<file path="config.mk">
export PLATFORM = sky130hd
export DESIGN_NAME = encoder_signal_monitor
export DESIGN_NICKNAME = d
export VERILOG_FILES = /design/src/hw/esc_pkg.sv /design/src/hw/esc_core_if.sv /design/src/hw/encoder_signal_monitor.sv /design/src/hw/start_value_loader.sv /design/src/hw/error_pulse_stretch.sv
export VERILOG_INCLUDE_DIRS = /design/src /design/src/hw
export SDC_FILE = /design/constraint.sdc
export NUM_CORES = 1
export LEC_CHECK = 0
export ABC_AREA = 1
export BUFFER_PORTS_ARGS = -buffer_cell sky130_fd_sc_hd__clkbuf_2
export CAP_MARGIN = 20
export CORE_MARGIN = 4
export CORE_UTILIZATION = 60
export DETAILED_ROUTE_END_ITERATION = 6
export HOLD_SLACK_MARGIN = 0.12
export PLACE_DENSITY = 0.81
export SLEW_MARGIN = 20
export SYNTH_ARGS = -nofsm -noshare
export SYNTH_HDL_FRONTEND = slang
export SYNTH_SLANG_ARGS = --single-unit
</file>
<file path="constraint.sdc">
create_clock -name clk -period 7.5 [get_ports clk]
set_clock_uncertainty 0.15 [all_clocks]
set_input_delay 2.25 -clock clk [delete_from_list [all_inputs] [get_ports clk]]
set_output_delay 2.25 -clock clk [all_outputs]
set_load 0.02 [all_outputs]
</file>
<file path="src/hw/esc_params.svh">
`ifndef ESC_PARAMS_SVH
`define ESC_PARAMS_SVH

// ==========================================
// Register offsets (word index on the plain port)
`define ADDR_CFG 4'h0
`define ADDR_STAT 4'h1
`define ADDR_GAIN_SIN 4'h2
`define ADDR_GAIN_COS 4'h3
`define ADDR_OFF_SIN 4'h4
`define ADDR_OFF_COS 4'h5
`define ADDR_PHASE 4'h6
`define ADDR_RATE 4'h7
`define ADDR_INFO 4'h8

// ==========================================
// Configuration field positions
`define CFG_MASK_LSB 0
`define CFG_QUAD_MODE_BIT 5
`define CFG_LATCH_LSB 8
`define CFG_HOLD_BIT 14
`define CFG_PHASE_WIDE_BIT 15
`define RATE_TPP_LSB 0
`define RATE_IRATE_LSB 4

// ==========================================
// Reset values
`define CFG_RESET 16'h003f
`define RATE_RESET 8'h00
`define PHASE_RESET 6'h14

// ==========================================
// Correction ranges, units of 0.1 % of nominal amplitude
`define AMP_NOM 12'h3e8
`define GAIN_MIN 11'h230
`define GAIN_MAX 11'h690
`define GAIN_MID 11'h460
`define OFF_LIM 12'h0fa
`define OFF_MID 12'h000
`define VEC_MIN 12'h12c
`define AMP_GUAR_LO 12'h258
`define AMP_GUAR_HI 12'h4b0
`define OFF_GUAR 12'h064
`define PHASE_STEPS 6'h28

// ==========================================
// Timing
`define CLK_HZ 25000000
`define LOOP_TICK_NS 10240
`define ERR_MIN_CYCLES 8'h08

`endif

</file>
<file path="src/hw/esc_pkg.sv">
package esc_pkg;

   typedef enum logic [1:0] {LD_IDLE, LD_REQ, LD_WAIT, LD_DONE} load_state_e;

   typedef enum logic [3:0] {
      SRC_VECTOR, SRC_SIN_ADC, SRC_COS_ADC, SRC_SIN_OFF, SRC_COS_OFF,
      SRC_SIN_GAIN, SRC_COS_GAIN, SRC_SPEED, SRC_QUAD
   } fault_src_e;

   typedef logic [8:0] fault_vec_t;

endpackage : esc_pkg

</file>
<file path="src/hw/esc_core_if.sv">
`timescale 1ns/1ps
interface esc_core_if;
   logic ldValid;
   logic [1:0] ldIdx;
   logic [15:0] ldWord;
   logic ldDone;
   logic eeFound;
   logic errRaw;
   logic [2:0] tppCode;
   logic errActive;

   modport loader (output ldValid, ldIdx, ldWord, ldDone, eeFound);
   modport stretch (input errRaw, tppCode, output errActive);
   modport core (input ldValid, ldIdx, ldWord, ldDone, eeFound, errActive,
                 output errRaw, tppCode);
endinterface : esc_core_if

</file>
<file path="src/hw/encoder_signal_monitor.sv">
// How it works
// RQ1: Gain loop regulates amplitude 60 to 120 percent
// RQ2: Offset loop corrects within ten percent nominal
// RQ3: Static phase trim with forty steps
// RQ4: One bit selects five or ten degree span
// RQ5: Start values fetched from EEPROM after reset
// RQ6: No EEPROM gives midpoint start values
// RQ7: Offset range 25 percent, gain 56..168
// RQ8: Vector below 30 percent raises fault
// RQ9: Nine sources, each gated by mask bit; code has six mask bits, each sin/cos pair shares one
// RQ10: Per-source latch enable stores or follows; code has six latch bits, each sin/cos pair shares one
// RQ11: Error pin is OR of enabled flags
// RQ12: Error pulse lasts at least eight cycles
// RQ13: Error pin open drain, pulls low only
// RQ14: Hold bit freezes A/B/Z during error
// RQ15: Error lasts at least one edge interval
// RQ16: Latched flag kept until reset or command
// RQ17: Host discards results, re-passes reference mark
// RQ18: Vector fault has mask, latch, status bit
// RQ19: Converter overdrive flags share mask and latch
// RQ20: Offset and gain limits flag per channel
// RQ21: Speed threshold depends on selected mode
// RQ22: Quadrature fault also on rate change
// RQ23: Edge interval one to 128 clock periods
// RQ24: Host sets quadrature mode for both outputs
// RQ25: Counter-reset clears all stored flags at once
//
// Added by the designer: the register addresses and the address-and-strobe port.
`timescale 1ns/1ps
`include "esc_params.svh"
module encoder_signal_monitor import esc_pkg::*; (
   input wire logic clk,
   input wire logic rst,
   input wire logic [3:0] addr,
   input wire logic [15:0] wrData,
   input wire logic wrStb,
   input wire logic rdStb,
   output logic [15:0] rdData,
   input wire logic [11:0] ampSin,
   input wire logic [11:0] ampCos,
   input wire logic signed [11:0] offMeasSin,
   input wire logic signed [11:0] offMeasCos,
   input wire logic [11:0] vectorMag,
   input wire logic adcOverSin,
   input wire logic adcOverCos,
   input wire logic overspeedQuad,
   input wire logic overspeedCount,
   input wire logic quadTooFast,
   input wire logic counterResetCmd,
   input wire logic quadAIn,
   input wire logic quadBIn,
   input wire logic quadZIn,
   input wire logic eePresent,
   input wire logic eeAck,
   input wire logic [15:0] eeData,
   input wire logic errorOutNIn,
   output logic eeReq,
   output logic [1:0] eeAddr,
   output logic quadA,
   output logic quadB,
   output logic quadZ,
   output logic errorOutN,
   output logic errorOutNOe,
   output logic [10:0] gainSin,
   output logic [10:0] gainCos,
   output logic signed [11:0] offSin,
   output logic signed [11:0] offCos,
   output logic [5:0] phaseTrim,
   output logic phaseWide,
   output logic [3:0] irate,
   output logic [2:0] tppCode
);
   localparam int LOOP_TICKS = `LOOP_TICK_NS / (1000000000 / `CLK_HZ);

   // ==========================================
   // Helper functions
   function automatic logic [10:0] gainStep(input logic [10:0] cur, input logic [11:0] amp);
      logic [10:0] nxt;
      nxt = cur;
      if (amp < `AMP_NOM && cur < `GAIN_MAX) begin
         nxt = cur + 11'h001;
      end else if (amp > `AMP_NOM && cur > `GAIN_MIN) begin
         nxt = cur - 11'h001;
      end
      return nxt;
   endfunction : gainStep

   function automatic logic [11:0] offStep(input logic [11:0] cur, input logic [11:0] meas);
      logic [11:0] nxt;
      nxt = cur;
      if ($signed(meas) > 0 && $signed(cur) > -$signed(`OFF_LIM)) begin
         nxt = cur - 12'h001;
      end else if ($signed(meas) < 0 && $signed(cur) < $signed(`OFF_LIM)) begin
         nxt = cur + 12'h001;
      end
      return nxt;
   endfunction : offStep

   function automatic logic gainAtLimit(input logic [10:0] g);
      return (g <= `GAIN_MIN) || (g >= `GAIN_MAX);
   endfunction : gainAtLimit

   function automatic logic offAtLimit(input logic [11:0] o);
      return ($signed(o) <= -$signed(`OFF_LIM)) || ($signed(o) >= $signed(`OFF_LIM));
   endfunction : offAtLimit

   // Widen six group bits to nine per-flag bits
   function automatic fault_vec_t spread(input logic [5:0] g);
      return {g[5], g[4], g[3], g[3], g[2], g[2], g[1], g[1], g[0]};
   endfunction : spread

   // ==========================================
   // Submodules
   esc_core_if lk ();

   start_value_loader uLoader (
      .clk(clk),
      .rst(rst),
      .eePresent(eePresent),
      .eeAck(eeAck),
      .eeData(eeData),
      .eeReq(eeReq),
      .eeAddr(eeAddr),
      .lk(lk.loader)
   );

   error_pulse_stretch uStretch (
      .clk(clk),
      .rst(rst),
      .lk(lk.stretch)
   );

   // ==========================================
   // Register state
   logic [15:0] cfg_r;
   fault_vec_t flags_r;
   fault_vec_t flags_nxt;
   logic [7:0] loopCnt_r;
   logic loopTick;
   logic rateChg_r;
   logic [7:0] gapCnt_r;

   wire wrCfg = wrStb && (addr == `ADDR_CFG);
   wire wrGainSin = wrStb && (addr == `ADDR_GAIN_SIN);
   wire wrGainCos = wrStb && (addr == `ADDR_GAIN_COS);
   wire wrOffSin = wrStb && (addr == `ADDR_OFF_SIN);
   wire wrOffCos = wrStb && (addr == `ADDR_OFF_COS);
   wire wrPhase = wrStb && (addr == `ADDR_PHASE);
   wire wrRate = wrStb && (addr == `ADDR_RATE);

   wire [5:0] maskGrp = cfg_r[`CFG_MASK_LSB +: 6];
   wire [5:0] latchGrp = cfg_r[`CFG_LATCH_LSB +: 6];
   wire quadMode = cfg_r[`CFG_QUAD_MODE_BIT];
   wire holdOnFault = cfg_r[`CFG_HOLD_BIT];

   // ==========================================
   // Configuration and rate registers
   always_ff @(posedge clk) begin
      if (rst) begin
         cfg_r <= `CFG_RESET;
         phaseTrim <= `PHASE_RESET;
         phaseWide <= 1'b0;
         irate <= 4'h0;
         tppCode <= 3'h0;
         rateChg_r <= 1'b0;
      end else begin
         rateChg_r <= 1'b0;
         if (wrCfg) begin
            cfg_r <= wrData;
            // RQ4 span select bit
            phaseWide <= wrData[`CFG_PHASE_WIDE_BIT];
         end
         // RQ3 forty step trim
         if (wrPhase) begin
            phaseTrim <= (wrData[5:0] >= `PHASE_STEPS) ? `PHASE_STEPS - 6'h01 : wrData[5:0];
         end
         if (wrRate) begin
            irate <= wrData[`RATE_IRATE_LSB +: 4];
            tppCode <= wrData[`RATE_TPP_LSB +: 3];
            // RQ22 rate change fault
            rateChg_r <= (wrData[`RATE_IRATE_LSB +: 4] != irate) ||
                         (wrData[`RATE_TPP_LSB +: 3] != tppCode);
         end
      end
   end

   // ==========================================
   // Control loop tick
   assign loopTick = (loopCnt_r == 8'(LOOP_TICKS - 1));

   always_ff @(posedge clk) begin
      if (rst || loopTick) begin
         loopCnt_r <= 8'h00;
      end else begin
         loopCnt_r <= loopCnt_r + 8'h01;
      end
   end

   // ==========================================
   // Gain and offset correction
   wire runLoop = lk.ldDone && loopTick;

   always_ff @(posedge clk) begin
      if (rst) begin
         // RQ6 midpoint start values
         gainSin <= `GAIN_MID;
         gainCos <= `GAIN_MID;
         offSin <= `OFF_MID;
         offCos <= `OFF_MID;
      end else if (lk.ldValid) begin
         // RQ5 EEPROM start values
         unique case (lk.ldIdx)
            2'h0: gainSin <= lk.ldWord[10:0];
            2'h1: gainCos <= lk.ldWord[10:0];
            2'h2: offSin <= lk.ldWord[11:0];
            2'h3: offCos <= lk.ldWord[11:0];
         endcase
      end else begin
         // RQ1 amplitude loop
         if (wrGainSin) begin
            gainSin <= wrData[10:0];
         end else if (runLoop) begin
            gainSin <= gainStep(gainSin, ampSin);
         end
         if (wrGainCos) begin
            gainCos <= wrData[10:0];
         end else if (runLoop) begin
            gainCos <= gainStep(gainCos, ampCos);
         end
         // RQ2 offset loop
         if (wrOffSin) begin
            offSin <= wrData[11:0];
         end else if (runLoop) begin
            offSin <= offStep(offSin, offMeasSin);
         end
         if (wrOffCos) begin
            offCos <= wrData[11:0];
         end else if (runLoop) begin
            offCos <= offStep(offCos, offMeasCos);
         end
      end
   end

   // ==========================================
   // Fault sources
   fault_vec_t rawFault;
   // RQ7 setting range limits
   wire sinGainLim = gainAtLimit(gainSin);
   wire cosGainLim = gainAtLimit(gainCos);
   wire sinOffLim = offAtLimit(offSin);
   wire cosOffLim = offAtLimit(offCos);
   // RQ21 mode picks threshold
   wire speedFault = quadMode ? overspeedQuad : overspeedCount;

   // RQ8 vector below limit
   assign rawFault[SRC_VECTOR] = vectorMag < `VEC_MIN;
   // RQ19 converter overdrive
   assign rawFault[SRC_SIN_ADC] = adcOverSin;
   assign rawFault[SRC_COS_ADC] = adcOverCos;
   // RQ20 controller at limit
   assign rawFault[SRC_SIN_OFF] = sinOffLim;
   assign rawFault[SRC_COS_OFF] = cosOffLim;
   assign rawFault[SRC_SIN_GAIN] = sinGainLim;
   assign rawFault[SRC_COS_GAIN] = cosGainLim;
   assign rawFault[SRC_SPEED] = speedFault;
   // RQ22 overspeed or rate change
   assign rawFault[SRC_QUAD] = quadTooFast || rateChg_r;

   // ==========================================
   // Fault flags
   wire fault_vec_t latchEn = spread(latchGrp);
   wire fault_vec_t maskEn = spread(maskGrp);

   // RQ10 RQ16 RQ25 store or follow, set wins
   assign flags_nxt = rawFault | (flags_r & latchEn & {9{~counterResetCmd}});

   always_ff @(posedge clk) begin
      if (rst) begin
         flags_r <= 9'h000;
      end else begin
         flags_r <= flags_nxt;
      end
   end

   // RQ9 RQ11 RQ18 masked OR of flags
   assign lk.errRaw = |(flags_r & maskEn);
   assign lk.tppCode = tppCode;

   // ==========================================
   // Open-drain error pin
   always_ff @(posedge clk) begin
      if (rst) begin
         errorOutN <= 1'b1;
         errorOutNOe <= 1'b0;
      end else begin
         // RQ13 drive low only
         errorOutN <= 1'b0;
         // RQ12 RQ15 stretched error
         errorOutNOe <= lk.errActive;
      end
   end

   // ==========================================
   // Quadrature outputs with edge spacing
   wire freeze = holdOnFault && lk.errActive;
   wire outDiff = (quadAIn != quadA) || (quadBIn != quadB) || (quadZIn != quadZ);
   wire [7:0] gapLen = (8'h01 << tppCode) - 8'h01;

   always_ff @(posedge clk) begin
      if (rst) begin
         quadA <= 1'b0;
         quadB <= 1'b0;
         quadZ <= 1'b0;
         gapCnt_r <= 8'h00;
      end else if (gapCnt_r != 8'h00) begin
         gapCnt_r <= gapCnt_r - 8'h01;
      // RQ14 hold during error
      end else if (outDiff && !freeze) begin
         // RQ23 edge interval delay
         quadA <= quadAIn;
         quadB <= quadBIn;
         quadZ <= quadZIn;
         gapCnt_r <= gapLen;
      end
   end

   // ==========================================
   // Register read
   logic [15:0] readMux;
   always_comb begin
      unique case (addr)
         `ADDR_CFG: readMux = cfg_r;
         `ADDR_STAT: readMux = {7'h00, flags_r};
         `ADDR_GAIN_SIN: readMux = {5'h00, gainSin};
         `ADDR_GAIN_COS: readMux = {5'h00, gainCos};
         `ADDR_OFF_SIN: readMux = {{4{offSin[11]}}, offSin};
         `ADDR_OFF_COS: readMux = {{4{offCos[11]}}, offCos};
         `ADDR_PHASE: readMux = {10'h000, phaseTrim};
         `ADDR_RATE: readMux = {8'h00, irate, 1'b0, tppCode};
         `ADDR_INFO: readMux = {12'h000, ~errorOutNIn, lk.errActive, lk.eeFound, lk.ldDone};
         default: readMux = 16'h0000;
      endcase
   end

   always_ff @(posedge clk) begin
      if (rst) begin
         rdData <= 16'h0000;
      end else begin
         rdData <= rdStb ? readMux : 16'h0000;
      end
   end
endmodule : encoder_signal_monitor

</file>
<file path="src/hw/start_value_loader.sv">
`timescale 1ns/1ps
`include "esc_params.svh"
module start_value_loader import esc_pkg::*; (
   input wire logic clk,
   input wire logic rst,
   input wire logic eePresent,
   input wire logic eeAck,
   input wire logic [15:0] eeData,
   output logic eeReq,
   output logic [1:0] eeAddr,
   esc_core_if.loader lk
);
   load_state_e state_r;
   logic [1:0] idx_r;

   // ==========================================
   // Fetch four start words after reset
   always_ff @(posedge clk) begin
      if (rst) begin
         state_r <= LD_IDLE;
         idx_r <= 2'h0;
         eeReq <= 1'b0;
         eeAddr <= 2'h0;
         lk.ldValid <= 1'b0;
         lk.ldIdx <= 2'h0;
         lk.ldWord <= 16'h0000;
         lk.ldDone <= 1'b0;
         lk.eeFound <= 1'b0;
      end else begin
         lk.ldValid <= 1'b0;
         unique case (state_r)
            LD_IDLE: begin
               lk.eeFound <= eePresent;
               if (eePresent) begin
                  state_r <= LD_REQ;
               end else begin
                  state_r <= LD_DONE;
                  lk.ldDone <= 1'b1;
               end
            end
            LD_REQ: begin
               eeReq <= 1'b1;
               eeAddr <= idx_r;
               state_r <= LD_WAIT;
            end
            LD_WAIT: begin
               if (eeAck) begin
                  eeReq <= 1'b0;
                  lk.ldValid <= 1'b1;
                  lk.ldIdx <= idx_r;
                  lk.ldWord <= eeData;
                  idx_r <= idx_r + 2'h1;
                  if (idx_r == 2'h3) begin
                     state_r <= LD_DONE;
                     lk.ldDone <= 1'b1;
                  end else begin
                     state_r <= LD_REQ;
                  end
               end
            end
            LD_DONE: begin
               lk.ldDone <= 1'b1;
            end
         endcase
      end
   end
endmodule : start_value_loader

</file>
<file path="src/hw/error_pulse_stretch.sv">
`timescale 1ns/1ps
`include "esc_params.svh"
module error_pulse_stretch import esc_pkg::*; (
   input wire logic clk,
   input wire logic rst,
   esc_core_if.stretch lk
);
   logic [7:0] cnt_r;
   logic [7:0] tppCycles;
   logic [7:0] holdLen;

   // ==========================================
   // Longer of eight cycles and one edge interval
   assign tppCycles = 8'h01 << lk.tppCode;
   assign holdLen = (tppCycles > `ERR_MIN_CYCLES) ? tppCycles : `ERR_MIN_CYCLES;

   always_ff @(posedge clk) begin
      if (rst) begin
         cnt_r <= 8'h00;
         lk.errActive <= 1'b0;
      end else if (lk.errRaw) begin
         cnt_r <= holdLen - 8'h01;
         lk.errActive <= 1'b1;
      end else if (cnt_r != 8'h00) begin
         cnt_r <= cnt_r - 8'h01;
      end else begin
         lk.errActive <= 1'b0;
      end
   end
endmodule : error_pulse_stretch

</file>
# Word-level counts from Yosys, hierarchy flattened
# Cells that the tools add are included.
# word_totals
reg_bits	156
input_bits	112
out_inout_bits	84
elab_cells	216
# op_classes
add_sub_neg	14
order_cmp	27
n_eq_ne	29
n_shift	1
n_mux	46
bitwise	10
n_reduce_logical	59
# op_table
operator	count
2-to-1 mux 12 bit	12
one-hot mux 16 bit (9 select lines)	1
2-to-1 mux 11 bit	12
2-to-1 mux 8 bit	5
< comparator 12 x 9 -> 1 bit, second input constant	3
subtractor 8 x 1 -> 8 bit, second input constant	4
AND 9 bit	3
adder 12 x 1 -> 12 bit, second input constant	2
greater-or-equal comparator 12 x 9 -> 1 bit, second input constant	2
> comparator 12 x 1 -> 1 bit, second input constant	2
> comparator 12 x 10 -> 1 bit, second input constant	2
> comparator 12 x 9 -> 1 bit, second input constant	2
less-or-equal comparator 12 x 9 -> 1 bit, second input constant	2
< comparator 12 x 1 -> 1 bit, second input constant	2
< comparator 12 x 10 -> 1 bit, second input constant	2
subtractor 12 x 1 -> 12 bit, second input constant	2
adder 11 x 1 -> 11 bit, second input constant	2
greater-or-equal comparator 11 bit, second input constant	2
> comparator 11 x 10 -> 1 bit, second input constant	2
less-or-equal comparator 11 x 10 -> 1 bit, second input constant	2
< comparator 11 bit, second input constant	2
subtractor 11 x 1 -> 11 bit, second input constant	2
logical AND 1 bit	18
nonzero test 3 bit	6
other kinds (37)	92

# Logic depth before layout (Yosys ltp)
# Gate-level depths: netlist of run 1.
# logic_depth
depth_word	7
depth_mapped	21
depth_no_buf	21

# By module
# From an unflattened synthesis of run 1, not the netlist that was laid out.
# unflattened
hier_cells	1707
area_unflattened_um2	10822.9
# modules_own_cells
module	n_inst	cells_each	area_per_inst_um2	seq_area_each_um2
encoder_signal_monitor	1	1478	9185.1	2442.3
start_value_loader	1	147	1124.8	560.5
error_pulse_stretch	1	82	513.0	180.2

# Worst setup path before layout of run 1
# No wires, ideal clock.
# synth_timing
kind	input to register
startpoint	in ampCos[10]
endpoint	reg gainCos[9]
setup_time_ps	112
arrival_time_ps	4199
required_ps	7238
setup_slack_ps	3039
path_stages	14
n_path_buf	0
path_cell_list	nor2_1 -> a21boi_1 -> nand2_1 -> ha_1 -> a21oi_1 -> nor2_1 -> o21ai_0 -> nand3_1 -> nand2_1 -> nand3_1 -> nand2_1 -> inv_1 -> nor2_1 -> nor2_1
# synth_between
elab_chain_len	6
word_cells_on_any_way	10
cone_classes	2 x order compare; 4 x mux; 4 x reduce/logical
# synth_lines
item	line_no	text
start, declared	encoder_signal_monitor.sv:40	input wire logic [11:0] ampCos,
< comparator 12 x 10 -> 1 bit (no line)	n/a	
logical AND 1 bit (no line)	n/a	
2-to-1 mux 11 bit	encoder_signal_monitor.sv:80	if (amp < `AMP_NOM && cur < `GAIN_MAX) begin
2-to-1 mux 11 bit	encoder_signal_monitor.sv:227	end else if (runLoop) begin
2-to-1 mux 11 bit	encoder_signal_monitor.sv:225	if (wrGainCos) begin
2-to-1 mux 11 bit	encoder_signal_monitor.sv:210	end else if (lk.ldValid) begin
end signal, assigned	encoder_signal_monitor.sv:214	2'h1: gainCos <= lk.ldWord[10:0];
end signal, assigned	encoder_signal_monitor.sv:226	gainCos <= wrData[10:0];
end signal, assigned	encoder_signal_monitor.sv:228	gainCos <= gainStep(gainCos, ampCos);
end, declared	encoder_signal_monitor.sv:65	output logic [10:0] gainCos,
# Several ways; a longest one is shown, not always the timed one. The select of a mux whose other input is x is not followed.
# A chain may end at the register's enable or synchronous reset.

# Worst setup path in the final report of run 1
# layout_timing
startpoint	in ampSin[11]
endpoint	reg gainSin[9]
# layout_between
elab_chain_len	6
word_cells_on_any_way	10
cone_classes	2 x order compare; 4 x mux; 4 x reduce/logical
# layout_lines
item	line_no	text
start, declared	encoder_signal_monitor.sv:39	input wire logic [11:0] ampSin,
< comparator 12 x 10 -> 1 bit (no line)	n/a	
logical AND 1 bit (no line)	n/a	
2-to-1 mux 11 bit	encoder_signal_monitor.sv:80	
2-to-1 mux 11 bit	encoder_signal_monitor.sv:222	end else if (runLoop) begin
2-to-1 mux 11 bit	encoder_signal_monitor.sv:220	if (wrGainSin) begin
2-to-1 mux 11 bit	encoder_signal_monitor.sv:210	
end signal, assigned	encoder_signal_monitor.sv:213	2'h0: gainSin <= lk.ldWord[10:0];
end signal, assigned	encoder_signal_monitor.sv:221	gainSin <= wrData[10:0];
end signal, assigned	encoder_signal_monitor.sv:223	gainSin <= gainStep(gainSin, ampSin);
end, declared	encoder_signal_monitor.sv:64	output logic [10:0] gainSin,
# Several ways; a longest one is shown, not always the timed one. The select of a mux whose other input is x is not followed.

==> results of run 1 <==
[cell families after synthesis]
| kind of cell | Yosys count | share of synthesized area, % |
|---|---|---|
| simple gates | 856 | 35.21 |
| compound gates | 315 | 16.62 |
| buf+inv | 290 | 10.93 |
| flops | 155 | 29.38 |
| fa+ha+maj | 51 | 6.326 |
| xor+xnor | 16 | 1.327 |
| mux | 2 | 0.2014 |
[final cells by class]
| class | instances | area (um2) |
|---|---|---|
| Antenna cell | 2 | 5.005 |
| Timing Repair Buffer | 192 | 968.4 |
| Inverter | 245 | 919.6 |
| Fill cell | 1603 | 5114 |
| Tap cell | 225 | 281.5 |
| Clock inverter | 14 | 162.7 |
| Clock buffer | 18 | 439.2 |
| Sequential cell | 155 | 3103 |
| Multi-Input combinational cell | 1240 | 6304 |
[through the flow]
stage	utilization (%)	instances
floorplan	-	1685
global placement	66.93	2057
detailed placement	66.93	2057
CTS	70.41	2089
global route	70.41	2089
finish	70.44	2091
[how the worst min path moves through the flow]
stage          depth (start not counted)  slack, ns                       to
6_report                               1       0.30  loopCnt_r[0]$_SDFF_PP0_
5_1_grt                                1       0.33  loopCnt_r[0]$_SDFF_PP0_
4_1_cts                                1       0.31  loopCnt_r[0]$_SDFF_PP0_
3_5_place_dp                           1       0.30  loopCnt_r[0]$_SDFF_PP0_
3_3_place_gp                           1       0.28  loopCnt_r[0]$_SDFF_PP0_
2_1_floorplan                          1       0.27  loopCnt_r[0]$_SDFF_PP0_
[per-layer routing]
layer / routed length, um / GRT usage, %
met2: 15500 / 53.50
met1: 14610 / 47.25
met3: 4275 / 8.718
met5: 0 / 0
met4: 1668 / 15.60
[power by group through the flow]
stage | Clock, mW | Sequential (mW) | Combinational (mW)
2_1_floorplan | 0 | 1.04 | 0.673
3_3_place_gp | 0 | 1.01 | 0.935
3_5_place_dp | 0 | 1.02 | 0.963
4_1_cts | 0.878 | 0.997 | 0.971
5_1_grt | 0.918 | 1.01 | 1.11
6_report | 0.882 | 1.00 | 0.990
[critical path, stage by stage]
cell                       delay [ns]
sky130_fd_sc_hd__clkbuf_2        0.08
sky130_fd_sc_hd__nor2_1          0.12
sky130_fd_sc_hd__a21boi_1        0.37
sky130_fd_sc_hd__nand2_1         0.37
sky130_fd_sc_hd__ha_1            0.48
sky130_fd_sc_hd__a21oi_1         0.27
sky130_fd_sc_hd__nor2_1          0.09
sky130_fd_sc_hd__o21ai_0         0.22
sky130_fd_sc_hd__nand3_1         0.10
sky130_fd_sc_hd__nand2_1         0.07
sky130_fd_sc_hd__nand3_1         0.10
sky130_fd_sc_hd__nand2_1         0.08
sky130_fd_sc_hd__inv_1           0.04
sky130_fd_sc_hd__nor2_1          0.09
sky130_fd_sc_hd__nor2_1          0.05
[sequential cells by signal, summed over array words and instances (netlist names), 3 cells and up]
signal / cells
gainCos: 11
irate: 4
loopCnt_r: 8
phaseTrim: 6
offCos: 12
cfg_r: 15
tppCode: 3
gainSin: 11
rdData: 16
flags_r: 9
uLoader.lk.ldWord: 12
gapCnt_r: 8
uStretch.cnt_r: 8
offSin: 12
[placed cells by master (no fill, tap or decap), drive strengths merged, types with 4 or more instances in the layout]
| cell type | n |
|---|---|
| a21o | 4 |
| a21oi | 126 |
| a221oi | 7 |
| a31oi | 12 |
| clkbuf | 207 |
| clkinv | 9 |
| dfxtp | 155 |
| fa | 4 |
| ha | 47 |
| inv | 250 |
| nand2 | 430 |
| nand3 | 134 |
| nand3b | 4 |
| nand4 | 32 |
| nor2 | 222 |
| nor3 | 21 |
| o211ai | 7 |
| o21ai | 112 |
| o21bai | 8 |
| o22ai | 25 |
| or2 | 6 |
| xnor2 | 5 |
| xor2 | 11 |
==> flow_metrics.tcl, run 1 <==
set metrics [dict create \
    run_status "completed" \
    crit_path_category "in -> reg" \
    critPathLaunch "ampSin[11]" \
    comb_power_share_pct 34.4 \
    sequential_fraction_of_design_power_pct 34.9 \
    synth_warn 0 \
    post-route-worst-setup-slack_ns 2.886 \
    ff2ff_setup_slack_ns 4.44 \
    critical_path.max_fanout 10 \
    synth-async-reset-ratio_pct 0 \
    worst_setup_path_endpoint "gainSin[9]$_SDFFE_PP0P_" \
    post-route-min-period_ns 4.614 \
    cts.repair_timing.setup_buffer_count 0 \
    finalCritPeriodShare_pct 61.53 \
    cts_tree "yes" \
    synth_seq_cells 155 \
    placement_cell_area_um2 11580 \
    rsz0062_at_grt "false" \
    crit_required_ns 7.69 \
    synth_largest_area_cell "sky130_fd_sc_hd__dfxtp_1" \
    cts_hold_repair.buffers 0 \
    floorplan_die_width_um 140.7 \
    switching_power_share_of_the_total_pct 40.50 \
    cts_repair_resize_count 0 \
    antenna_left 0 \
    startpoint_type "input port" \
    cellLeakagePower_nw 6.525 \
    die-area_um2 19790 \
    crit_arrival_ns 4.80 \
    finalHoldViolCount 0 \
    drt_iter0_drc 1347 \
    final-max-slew-violation-count 0 \
    gpl_congestion 1.006 \
    holdCritPathClass "reg -> reg" \
    power.total_mw 2.874 \
    fp.dieH_um 140.7 \
    finalWirelength_mm 36.05 \
    synthCells 1685 \
    total_switching_power_mw 1.164 \
    grt_remaining_overflow 0 \
    num-nets-final 2014 \
    synth.avg_cell_area_um2 6.268 \
    total_clock_buffers_created_by_cts 17 \
    setup_total_negative_slack_ns 0 \
    synth-seq-area-share_pct 29.38 \
    grt_max_degree 58 \
    pwr_cell_area_nw_per_um2 235.9 \
    cp-end-kind "register" \
    synth_cell_types 53 \
    net_count_synth 1848 \
    vias 12050 \
    whs_ns 0.3039 \
    tightestPinTransition_ns 1.006 \
    internal_power_mw 1.710 \
    clk_latency_ns 0.44 \
    worstHoldStart "loopCnt_r[0]$_SDFF_PP0_" \
    routed_length_per_placed_instance_um 17.24 \
    cts.sink_count 155 \
    power.ir.vdd_worst_mv 0.1730 \
    remaining_drc_errors 0 \
    ys_top_cells_by_count "sky130_fd_sc_hd__nand2_1, sky130_fd_sc_hd__inv_1, sky130_fd_sc_hd__nor2_1" \
    grt_pass1_vias 10510 \
    antenna_found_initial 0 \
    global_route.usage.total_pct 35.13 \
    yosys.area.top_type_share_pct 29.38 \
    drt_pre_antenna_iters 6 \
    critical_path.reg2reg.startpoint "offSin[8]$_SDFFE_PP0P_" \
    maximum_buffer_depth_of_the_clock_tree 2 \
    clock_tree.htree_level_count 4 \
    synth-edff-count 0 \
    maxClockFrequency_mhz 216.7 \
    core_um2 17300 \
    worst_slew_margin_rel_pct 32.20 \
    grt_first_pass_wirelength_mm 55.17 \
    worst-r2r-cell-count 17 \
    post-place-ws_ns 2.444 \
    yosys.cell_count.top_type "sky130_fd_sc_hd__nand2_1" \
    avgViaCountPerCell 5.764 \
    layout-drive-gt1-share_pct 14.81 \
    cts.reportedPaths.clkPinSlew_ns 0.07 \
    placement_rows 48 \
    starting_utilization_of_the_core_area_pct 61.06 \
    max-cap-violations 0 \
    post_synth_instance_area_um2 10560 \
    post_route_cell_area_um2 12180 \
    crit-reg2reg-capture "offSin[11]$_SDFFE_PP0P_" \
    boundaryPins 196 \
    flip_flop_cell_with_the_highest_count_after_synthesis "sky130_fd_sc_hd__dfxtp_1" \
    place.port_buffers 189 \
    post-dp-hpwl_mm 27.31 \
    power_frac_clock_pct 30.7 \
    synthTopCellsByArea "sky130_fd_sc_hd__dfxtp_1, sky130_fd_sc_hd__nand2_1, sky130_fd_sc_hd__inv_1, sky130_fd_sc_hd__nor2_1, sky130_fd_sc_hd__a21oi_1" \
    final-setup-viol-count 0 \
    cts_root_buffer "sky130_fd_sc_hd__clkbuf_16" \
    flow.area_growth_from_synthesis_pct 15.35 \
]
Power figures use the tool's default switching activity.
==> inputs of run 2 (changes only) <==
- ABC_AREA: 1 -> 0
- CORE_UTILIZATION: 60 -> 56
- PLACE_DENSITY: 0.81 -> 0.77
- clock period: 7.5 -> 4.65 ns (I/O delays scaled with it)
==> run 2 against run 1 <==
Effect of this change: the flow now finishes with violations (design-rule violations); synthesized cell count decreased by 28%; final cell count decreased by 23%; combinational power decreased by 11%; area after synthesis decreased by 9.1%; largest power group unchanged.
==> flow_metrics.tcl, run 2 <==
set metrics [dict create \
    place.port_buffers 189 \
    cts_root_buffer "sky130_fd_sc_hd__clkbuf_16" \
    grt_first_pass_wirelength_mm 49.45 \
    critical_path.max_fanout 5 \
    synth_cell_types 79 \
    run_status "finished, violations left" \
    cp-end-kind "register" \
    synth_seq_cells 155 \
    net_count_synth 1379 \
    num-nets-final 1540 \
    grt_remaining_overflow 0 \
    layout.cells.most_common "sky130_fd_sc_hd__clkbuf_2" \
    pwr_cell_area_nw_per_um2 340.8 \
    drt_pre_antenna_iters 7 \
    maxClockFrequency_mhz 251.4 \
    max-cap-violations 0 \
    synth-seq-area-share_pct 32.33 \
    globalRouteMet3Util_pct 9.552 \
    power.ir.vdd_worst_mv 0.4059 \
    rsz0062_at_grt "false" \
    boundaryPins 196 \
    switching_power_share_of_the_total_pct 33.39 \
    maximum_buffer_depth_of_the_clock_tree 2 \
    final-max-slew-violation-count 0 \
    yosys.cell_count.top_type "sky130_fd_sc_hd__nand2_1" \
    post_synth_instance_area_um2 9598 \
    gpl_congestion 0.9701 \
    crit_arrival_ns 4.10 \
    cellLeakagePower_nw 4.773 \
    core_um2 16700 \
    total_clock_buffers_created_by_cts 17 \
    largest_register "rdData" \
    cts.sink_count 155 \
    synthCells 1216 \
    internal_power_mw 2.561 \
    startpoint_type "input port" \
    finalWirelength_mm 31.87 \
    synth-async-reset-ratio_pct 0 \
    vias 10200 \
    globalRouteMet2Util_pct 47.58 \
    antenna_found_initial 4 \
    cts_hold_repair.buffers 0 \
    post-route-min-period_ns 3.978 \
    postLayoutCoreUtil_pct 67.55 \
    total_switching_power_mw 1.284 \
    clock_tree.htree_level_count 4 \
    largest_reg_flops 16 \
    global_route.usage.total_pct 31.70 \
    finalHoldViolCount 0 \
    antenna_left 0 \
    ys_top_cells_by_count "sky130_fd_sc_hd__nand2_1, sky130_fd_sc_hd__dfxtp_1, sky130_fd_sc_hd__nor2_1" \
    holdCritPathClass "reg -> reg" \
    fp.dieH_um 138.9 \
    grt_busiest_layer "met2" \
    whs_ns 0.3119 \
    die-area_um2 19300 \
    cts_tree "yes" \
    tightestPinTransition_ns 1.141 \
    synth-edff-count 0 \
    comb_power_share_pct 23.0 \
    crit_path_category "in -> reg" \
    drt_iter0_drc 1286 \
    synth_warn 0 \
    worst_slew_margin_rel_pct 23.96 \
    layout-drive-gt1-share_pct 19.28 \
    post_route_cell_area_um2 11280 \
    avgViaCountPerCell 6.321 \
    floorplan_die_width_um 138.9 \
    grt_max_degree 100 \
    synthTopCellsByArea "sky130_fd_sc_hd__dfxtp_1, sky130_fd_sc_hd__nand2_1, sky130_fd_sc_hd__ha_1, sky130_fd_sc_hd__a21oi_1, sky130_fd_sc_hd__mux2i_1" \
    cts.reportedPaths.clkPinSlew_ns 0.07 \
    yosys.area.top_type_share_pct 32.33 \
    sequential_fraction_of_design_power_pct 39.6 \
    cts_repair_resize_count 0 \
    starting_utilization_of_the_core_area_pct 57.47 \
    flow.area_growth_from_synthesis_pct 17.55 \
    synth.avg_cell_area_um2 7.893 \
    final-setup-viol-count 0 \
    synth_largest_area_cell "sky130_fd_sc_hd__dfxtp_1" \
    flip_flop_cell_with_the_highest_count_after_synthesis "sky130_fd_sc_hd__dfxtp_1" \
    clk_latency_ns 0.44 \
    remaining_drc_errors 1 \
    setup_total_negative_slack_ns 0 \
    violations "design-rule violations" \
    reg_top3 "rdData x16, cfg_r x15" \
    finalCritPeriodShare_pct 85.54 \
    routed_length_per_placed_instance_um 19.76 \
    power_frac_clock_pct 37.4 \
    placement_cell_area_um2 10660 \
    cts.repair_timing.setup_buffer_count 0 \
    post-dp-hpwl_mm 23.44 \
    placement_rows 47 \
    crit_required_ns 4.77 \
    global_route.usage.met1_pct 41.93 \
    grt_pass1_vias 9124 \
    most-common-layout-cells "sky130_fd_sc_hd__clkbuf_2, sky130_fd_sc_hd__nand2_1, sky130_fd_sc_hd__dfxtp_1" \
]
-- run 2: cell count changes after synthesis, sizes merged, moves of 20 or more --
cell / change
nand2: -265
inv: -217
nand3: -99
nor2: -96
o21ai: -47
mux2i: +46
nand4: -27
xnor2: +25
o22ai: -21
clkbuf: +20
-- run 2: cell families after synthesis --
group / share of synthesized area [%]
buffers and inverters: 4.093
adder cells (fa/ha/maj): 6.961
AO/OA/AOI/OAI: 24.30
AND/OR/NAND/NOR: 22.20
XOR/XNOR: 4.745
flip-flops: 32.33
multiplexers: 5.371
-- run 2: metrics by stage --
stage | cells | worst slack [ns] | power, mW
floorplan | 1216 | 0.3604 | 2.161
finish | 1613 | 0.6724 | 3.845
global route | 1613 | 0.3791 | 4.012
global placement | 1578 | 0.2813 | 2.395
detailed placement | 1578 | 0.2658 | 2.414
CTS | 1610 | 0.7031 | 3.835
-- run 2: final timing paths --
kind | start | endpoint | slack (ns) | cells after the start
max reg2reg | gainSin[4]$_SDFFE_PP0P_ | gainSin[10]$_SDFFE_PP1P_ | 0.99 | 11
min reg2reg | uLoader.lk.ldWord[3]$_SDFFE_PP0P_ | uLoader.lk.ldWord[3]$_SDFFE_PP0P_ | 0.31 | 2
min | uLoader.lk.ldWord[3]$_SDFFE_PP0P_ | uLoader.lk.ldWord[3]$_SDFFE_PP0P_ | 0.31 | 2
max | offMeasCos[5] | offCos[10]$_SDFFE_PP0P_ | 0.67 | 13
-- run 2: cell type report --
type | instances | area (um2)
inverters | 25 | 93.84
clock inverters | 15 | 191.4
multi-input cells | 971 | 6102
fillers | 1439 | 5419
well taps | 220 | 275.3
repair buffers | 207 | 1084
diodes | 3 | 7.507
flip-flops and latches | 155 | 3103
clock buffers | 17 | 425.4
-- run 2: critical path, stage by stage --
cell	delay, ns
sky130_fd_sc_hd__clkbuf_2	0.08
sky130_fd_sc_hd__nor4_1	0.04
sky130_fd_sc_hd__a31oi_1	0.24
sky130_fd_sc_hd__a21boi_1	0.39
sky130_fd_sc_hd__inv_1	0.11
sky130_fd_sc_hd__fa_1	0.42
sky130_fd_sc_hd__nor2b_1	0.17
sky130_fd_sc_hd__o31ai_1	0.13
sky130_fd_sc_hd__a32oi_1	0.34
sky130_fd_sc_hd__mux2i_1	0.25
sky130_fd_sc_hd__nor2_1	0.06
sky130_fd_sc_hd__a2111oi_0	0.37
sky130_fd_sc_hd__nor3_1	0.10
-- run 2: power groups by stage --
stage	clock [mW]	sequential, mW	combinational, mW
finish	1.44	1.52	0.886
global route	1.51	1.53	0.975
global placement	0	1.54	0.850
floorplan	0	1.54	0.619
CTS	1.45	1.52	0.873
detailed placement	0	1.55	0.868
-- run 2: routing by layer --
| layer | wire length [um] | share of wire, % |
|---|---|---|
| met1 | 12610 | 40 |
| met2 | 13810 | 43 |
| met3 | 3914 | 12 |
| met4 | 1518 | 4.8 |
| met5 | 13 | 0.041 |
==> inputs of run 3 (changes only) <==
- CAP_MARGIN: 20 -> unset
- GPL_TIMING_DRIVEN: unset -> 0
==> run 3 against run 2 <==
Effect of this change: final cell count grew 2.4%; critical path depth fell by 1; core utilization up 0.53 points; the run now ends clean; worst hold slack got worse by 0.011 ns; maximum frequency fell by 9.9%; sequential power about the same.
==> flow_metrics.tcl, run 3 (synthesis results as in run 2) <==
set metrics [dict create \
    cts.reportedPaths.clkPinSlew_ns 0.06 \
    maximum_buffer_depth_of_the_clock_tree 2 \
    holdCritPathClass "reg -> reg" \
    rsz0062_at_grt "false" \
    floorplan_die_width_um 138.9 \
    grt_max_degree 17 \
    worstHoldStart "rateChg_r$_SDFF_PP0_" \
    critical_path_s_largest_stage_delay_ns 0.54 \
    largest_register "rdData" \
    whs_path_depth 2 \
    min_delay_worst_endpoint "flags_r[8]$_SDFF_PP0_" \
    crit-reg2reg-capture "offSin[9]$_SDFFE_PP0P_" \
    cp_num_buf_inv 1 \
    core_um2 16700 \
    post-route-min-period_ns 4.414 \
    final-max-slew-violation-count 0 \
    fp.dieH_um 138.9 \
    tightestPinTransition_ns 0.9914 \
    clock_tree.htree_level_count 4 \
    num-nets-final 1581 \
    whs_ns 0.3009 \
    worst-r2r-cell-count 11 \
    worst_path_max_delay_cell "sky130_fd_sc_hd__fa_1" \
    setup_total_negative_slack_ns 0 \
    filler_cell_count 1460 \
    post-route-worst-setup-slack_ns 0.2359 \
    antenna_found_initial 1 \
    power.total_mw 3.843 \
    finalHoldViolCount 0 \
    crit_arrival_ns 4.66 \
    boundaryPins 196 \
    max-cap-violations 0 \
    maxClockFrequency_mhz 226.5 \
    clk_latency_ns 0.45 \
    final-setup-viol-count 0 \
    power.ir.vdd_worst_mv 0.3271 \
    crit_required_ns 4.89 \
    vias 10490 \
    post-dp-hpwl_mm 26.80 \
    cts_hold_repair.buffers 0 \
    die-area_um2 19300 \
    placement_rows 47 \
    routed_length_per_placed_instance_um 21.63 \
    remaining_drc_errors 0 \
    cts_root_buffer "sky130_fd_sc_hd__clkbuf_16" \
    antenna_left 0 \
    global_route.usage.total_pct 35.80 \
    layout.cells.most_common "sky130_fd_sc_hd__clkbuf_2" \
    worst_slew_margin_rel_pct 33.77 \
    avgViaCountPerCell 6.349 \
    drt_iter0_drc 1240 \
    starting_utilization_of_the_core_area_pct 57.47 \
    most-common-layout-cells "sky130_fd_sc_hd__clkbuf_2, sky130_fd_sc_hd__nand2_1, sky130_fd_sc_hd__dfxtp_1" \
    grt_first_pass_wirelength_mm 54.66 \
    cts.sink_count 155 \
    total_clock_buffers_created_by_cts 17 \
    run_status "completed" \
    critical-path-top-delay-family "compound AO/OA/AOI/OAI gates" \
    reg_top3 "rdData x16, cfg_r x15" \
    drt_pre_antenna_iters 7 \
    cts_tree "yes" \
    ff2ff_setup_slack_ns 0.70 \
    grt_pass1_vias 9592 \
    cts_repair_resize_count 0 \
    critPathMostFrequentCell "sky130_fd_sc_hd__a211oi_1" \
    crit_path_category "in -> reg" \
    flow.area_growth_from_synthesis_pct 18.47 \
    cp-end-kind "register" \
    finalWirelength_mm 35.74 \
    post-place-ws_ns -0.2053 \
    largest_reg_flops 16 \
    gpl_congestion 1.035 \
    grt_remaining_overflow 0 \
    startpoint_type "input port" \
    place.port_buffers 183 \
    critical_path.reg2reg.startpoint "offSin[1]$_SDFFE_PP0P_" \
    crit_chain "clkbuf_2 > o211a_1 > a211oi_1 > nand2_1 > fa_1 > a211oi_1 > o21ai_0 > a31oi_1 > xnor2_1 > mux2i_1 > a2111oi_2 > a31o_2" \
    cellLeakagePower_nw 4.805 \
    layout-drive-gt1-share_pct 18.66 \
    cts.repair_timing.setup_buffer_count 0 \
    critical_path.max_fanout 11 \
    pwr_cell_area_nw_per_um2 338.0 \
    finalCritPeriodShare_pct 94.93 \
]
## run 3: area by class of cell
class / instances / area [um2] / share of cell area [%]
antenna: 1 / 2.502 / 0.02201
buffer: 65 / 299.0 / 2.630
clock buffer: 17 / 425.4 / 3.741
clock inverter: 15 / 150.1 / 1.320
inverter: 25 / 93.84 / 0.8253
multi-input combinational: 971 / 6106 / 53.70
sequential: 155 / 3103 / 27.29
tap: 220 / 275.3 / 2.421
timing repair buffer: 183 / 915.9 / 8.055
## run 3: worst max path at each step
| stage | end | slack, ns | from | cells past startpoint |
|---|---|---|---|---|
| after floorplan | offSin[9]$_SDFFE_PP0P_ | 0.36 | offMeasSin[5] | 11 |
| after global placement | offSin[9]$_SDFFE_PP0P_ | -0.14 | offMeasSin[10] | 12 |
| after detailed placement | gainCos[8]$_SDFFE_PP0P_ | -0.21 | ampCos[4] | 12 |
| after CTS | gainCos[8]$_SDFFE_PP0P_ | 0.26 | ampCos[4] | 12 |
| after global routing | gainCos[8]$_SDFFE_PP0P_ | 0.02 | ampCos[4] | 12 |
| final | gainCos[8]$_SDFFE_PP0P_ | 0.24 | ampCos[4] | 12 |
## run 3: power by group
group	internal [mW]	leakage, nW	switching (mW)
combinational	0.372	3.26	0.548
sequential	1.41	1.26	0.109
clock	0.755	0.281	0.644
total	2.54	4.80	1.30
## run 3: per-stage QoR
step | cell area (um2) | util [%] | std cells
CTS | 11360 | 68.05 | 1651
detailed placement | 10790 | 64.60 | 1619
global route | 11370 | 68.09 | 1652
global placement | 10790 | 64.60 | 1619
finish | 11370 | 68.09 | 1652
floorplan | 9598 | - | 1216
## run 3: worst register-to-register path, cell delays in order (launching register included)
cell and delay [ns]:
sky130_fd_sc_hd__dfxtp_1 0.52, sky130_fd_sc_hd__nand3_1 0.12, sky130_fd_sc_hd__a31o_2 0.28, sky130_fd_sc_hd__a21boi_1 0.79
sky130_fd_sc_hd__ha_1 0.40, sky130_fd_sc_hd__a211o_1 0.31, sky130_fd_sc_hd__o211ai_2 0.09, sky130_fd_sc_hd__a22oi_1 0.16
sky130_fd_sc_hd__a21oi_1 0.21, sky130_fd_sc_hd__nor4b_1 0.07, sky130_fd_sc_hd__or4_1 0.50, sky130_fd_sc_hd__a31o_2 0.25
## run 3: metal layers
layer / up-vias / track usage, % / part of all wire (%)
met5: - / 0 / 0
met4: 0 / 16.32 / 5.1
met3: 140 / 9.483 / 12
met2: 654 / 53.18 / 43
met1: 4855 / 48.81 / 40
li1: 4839 / - / -
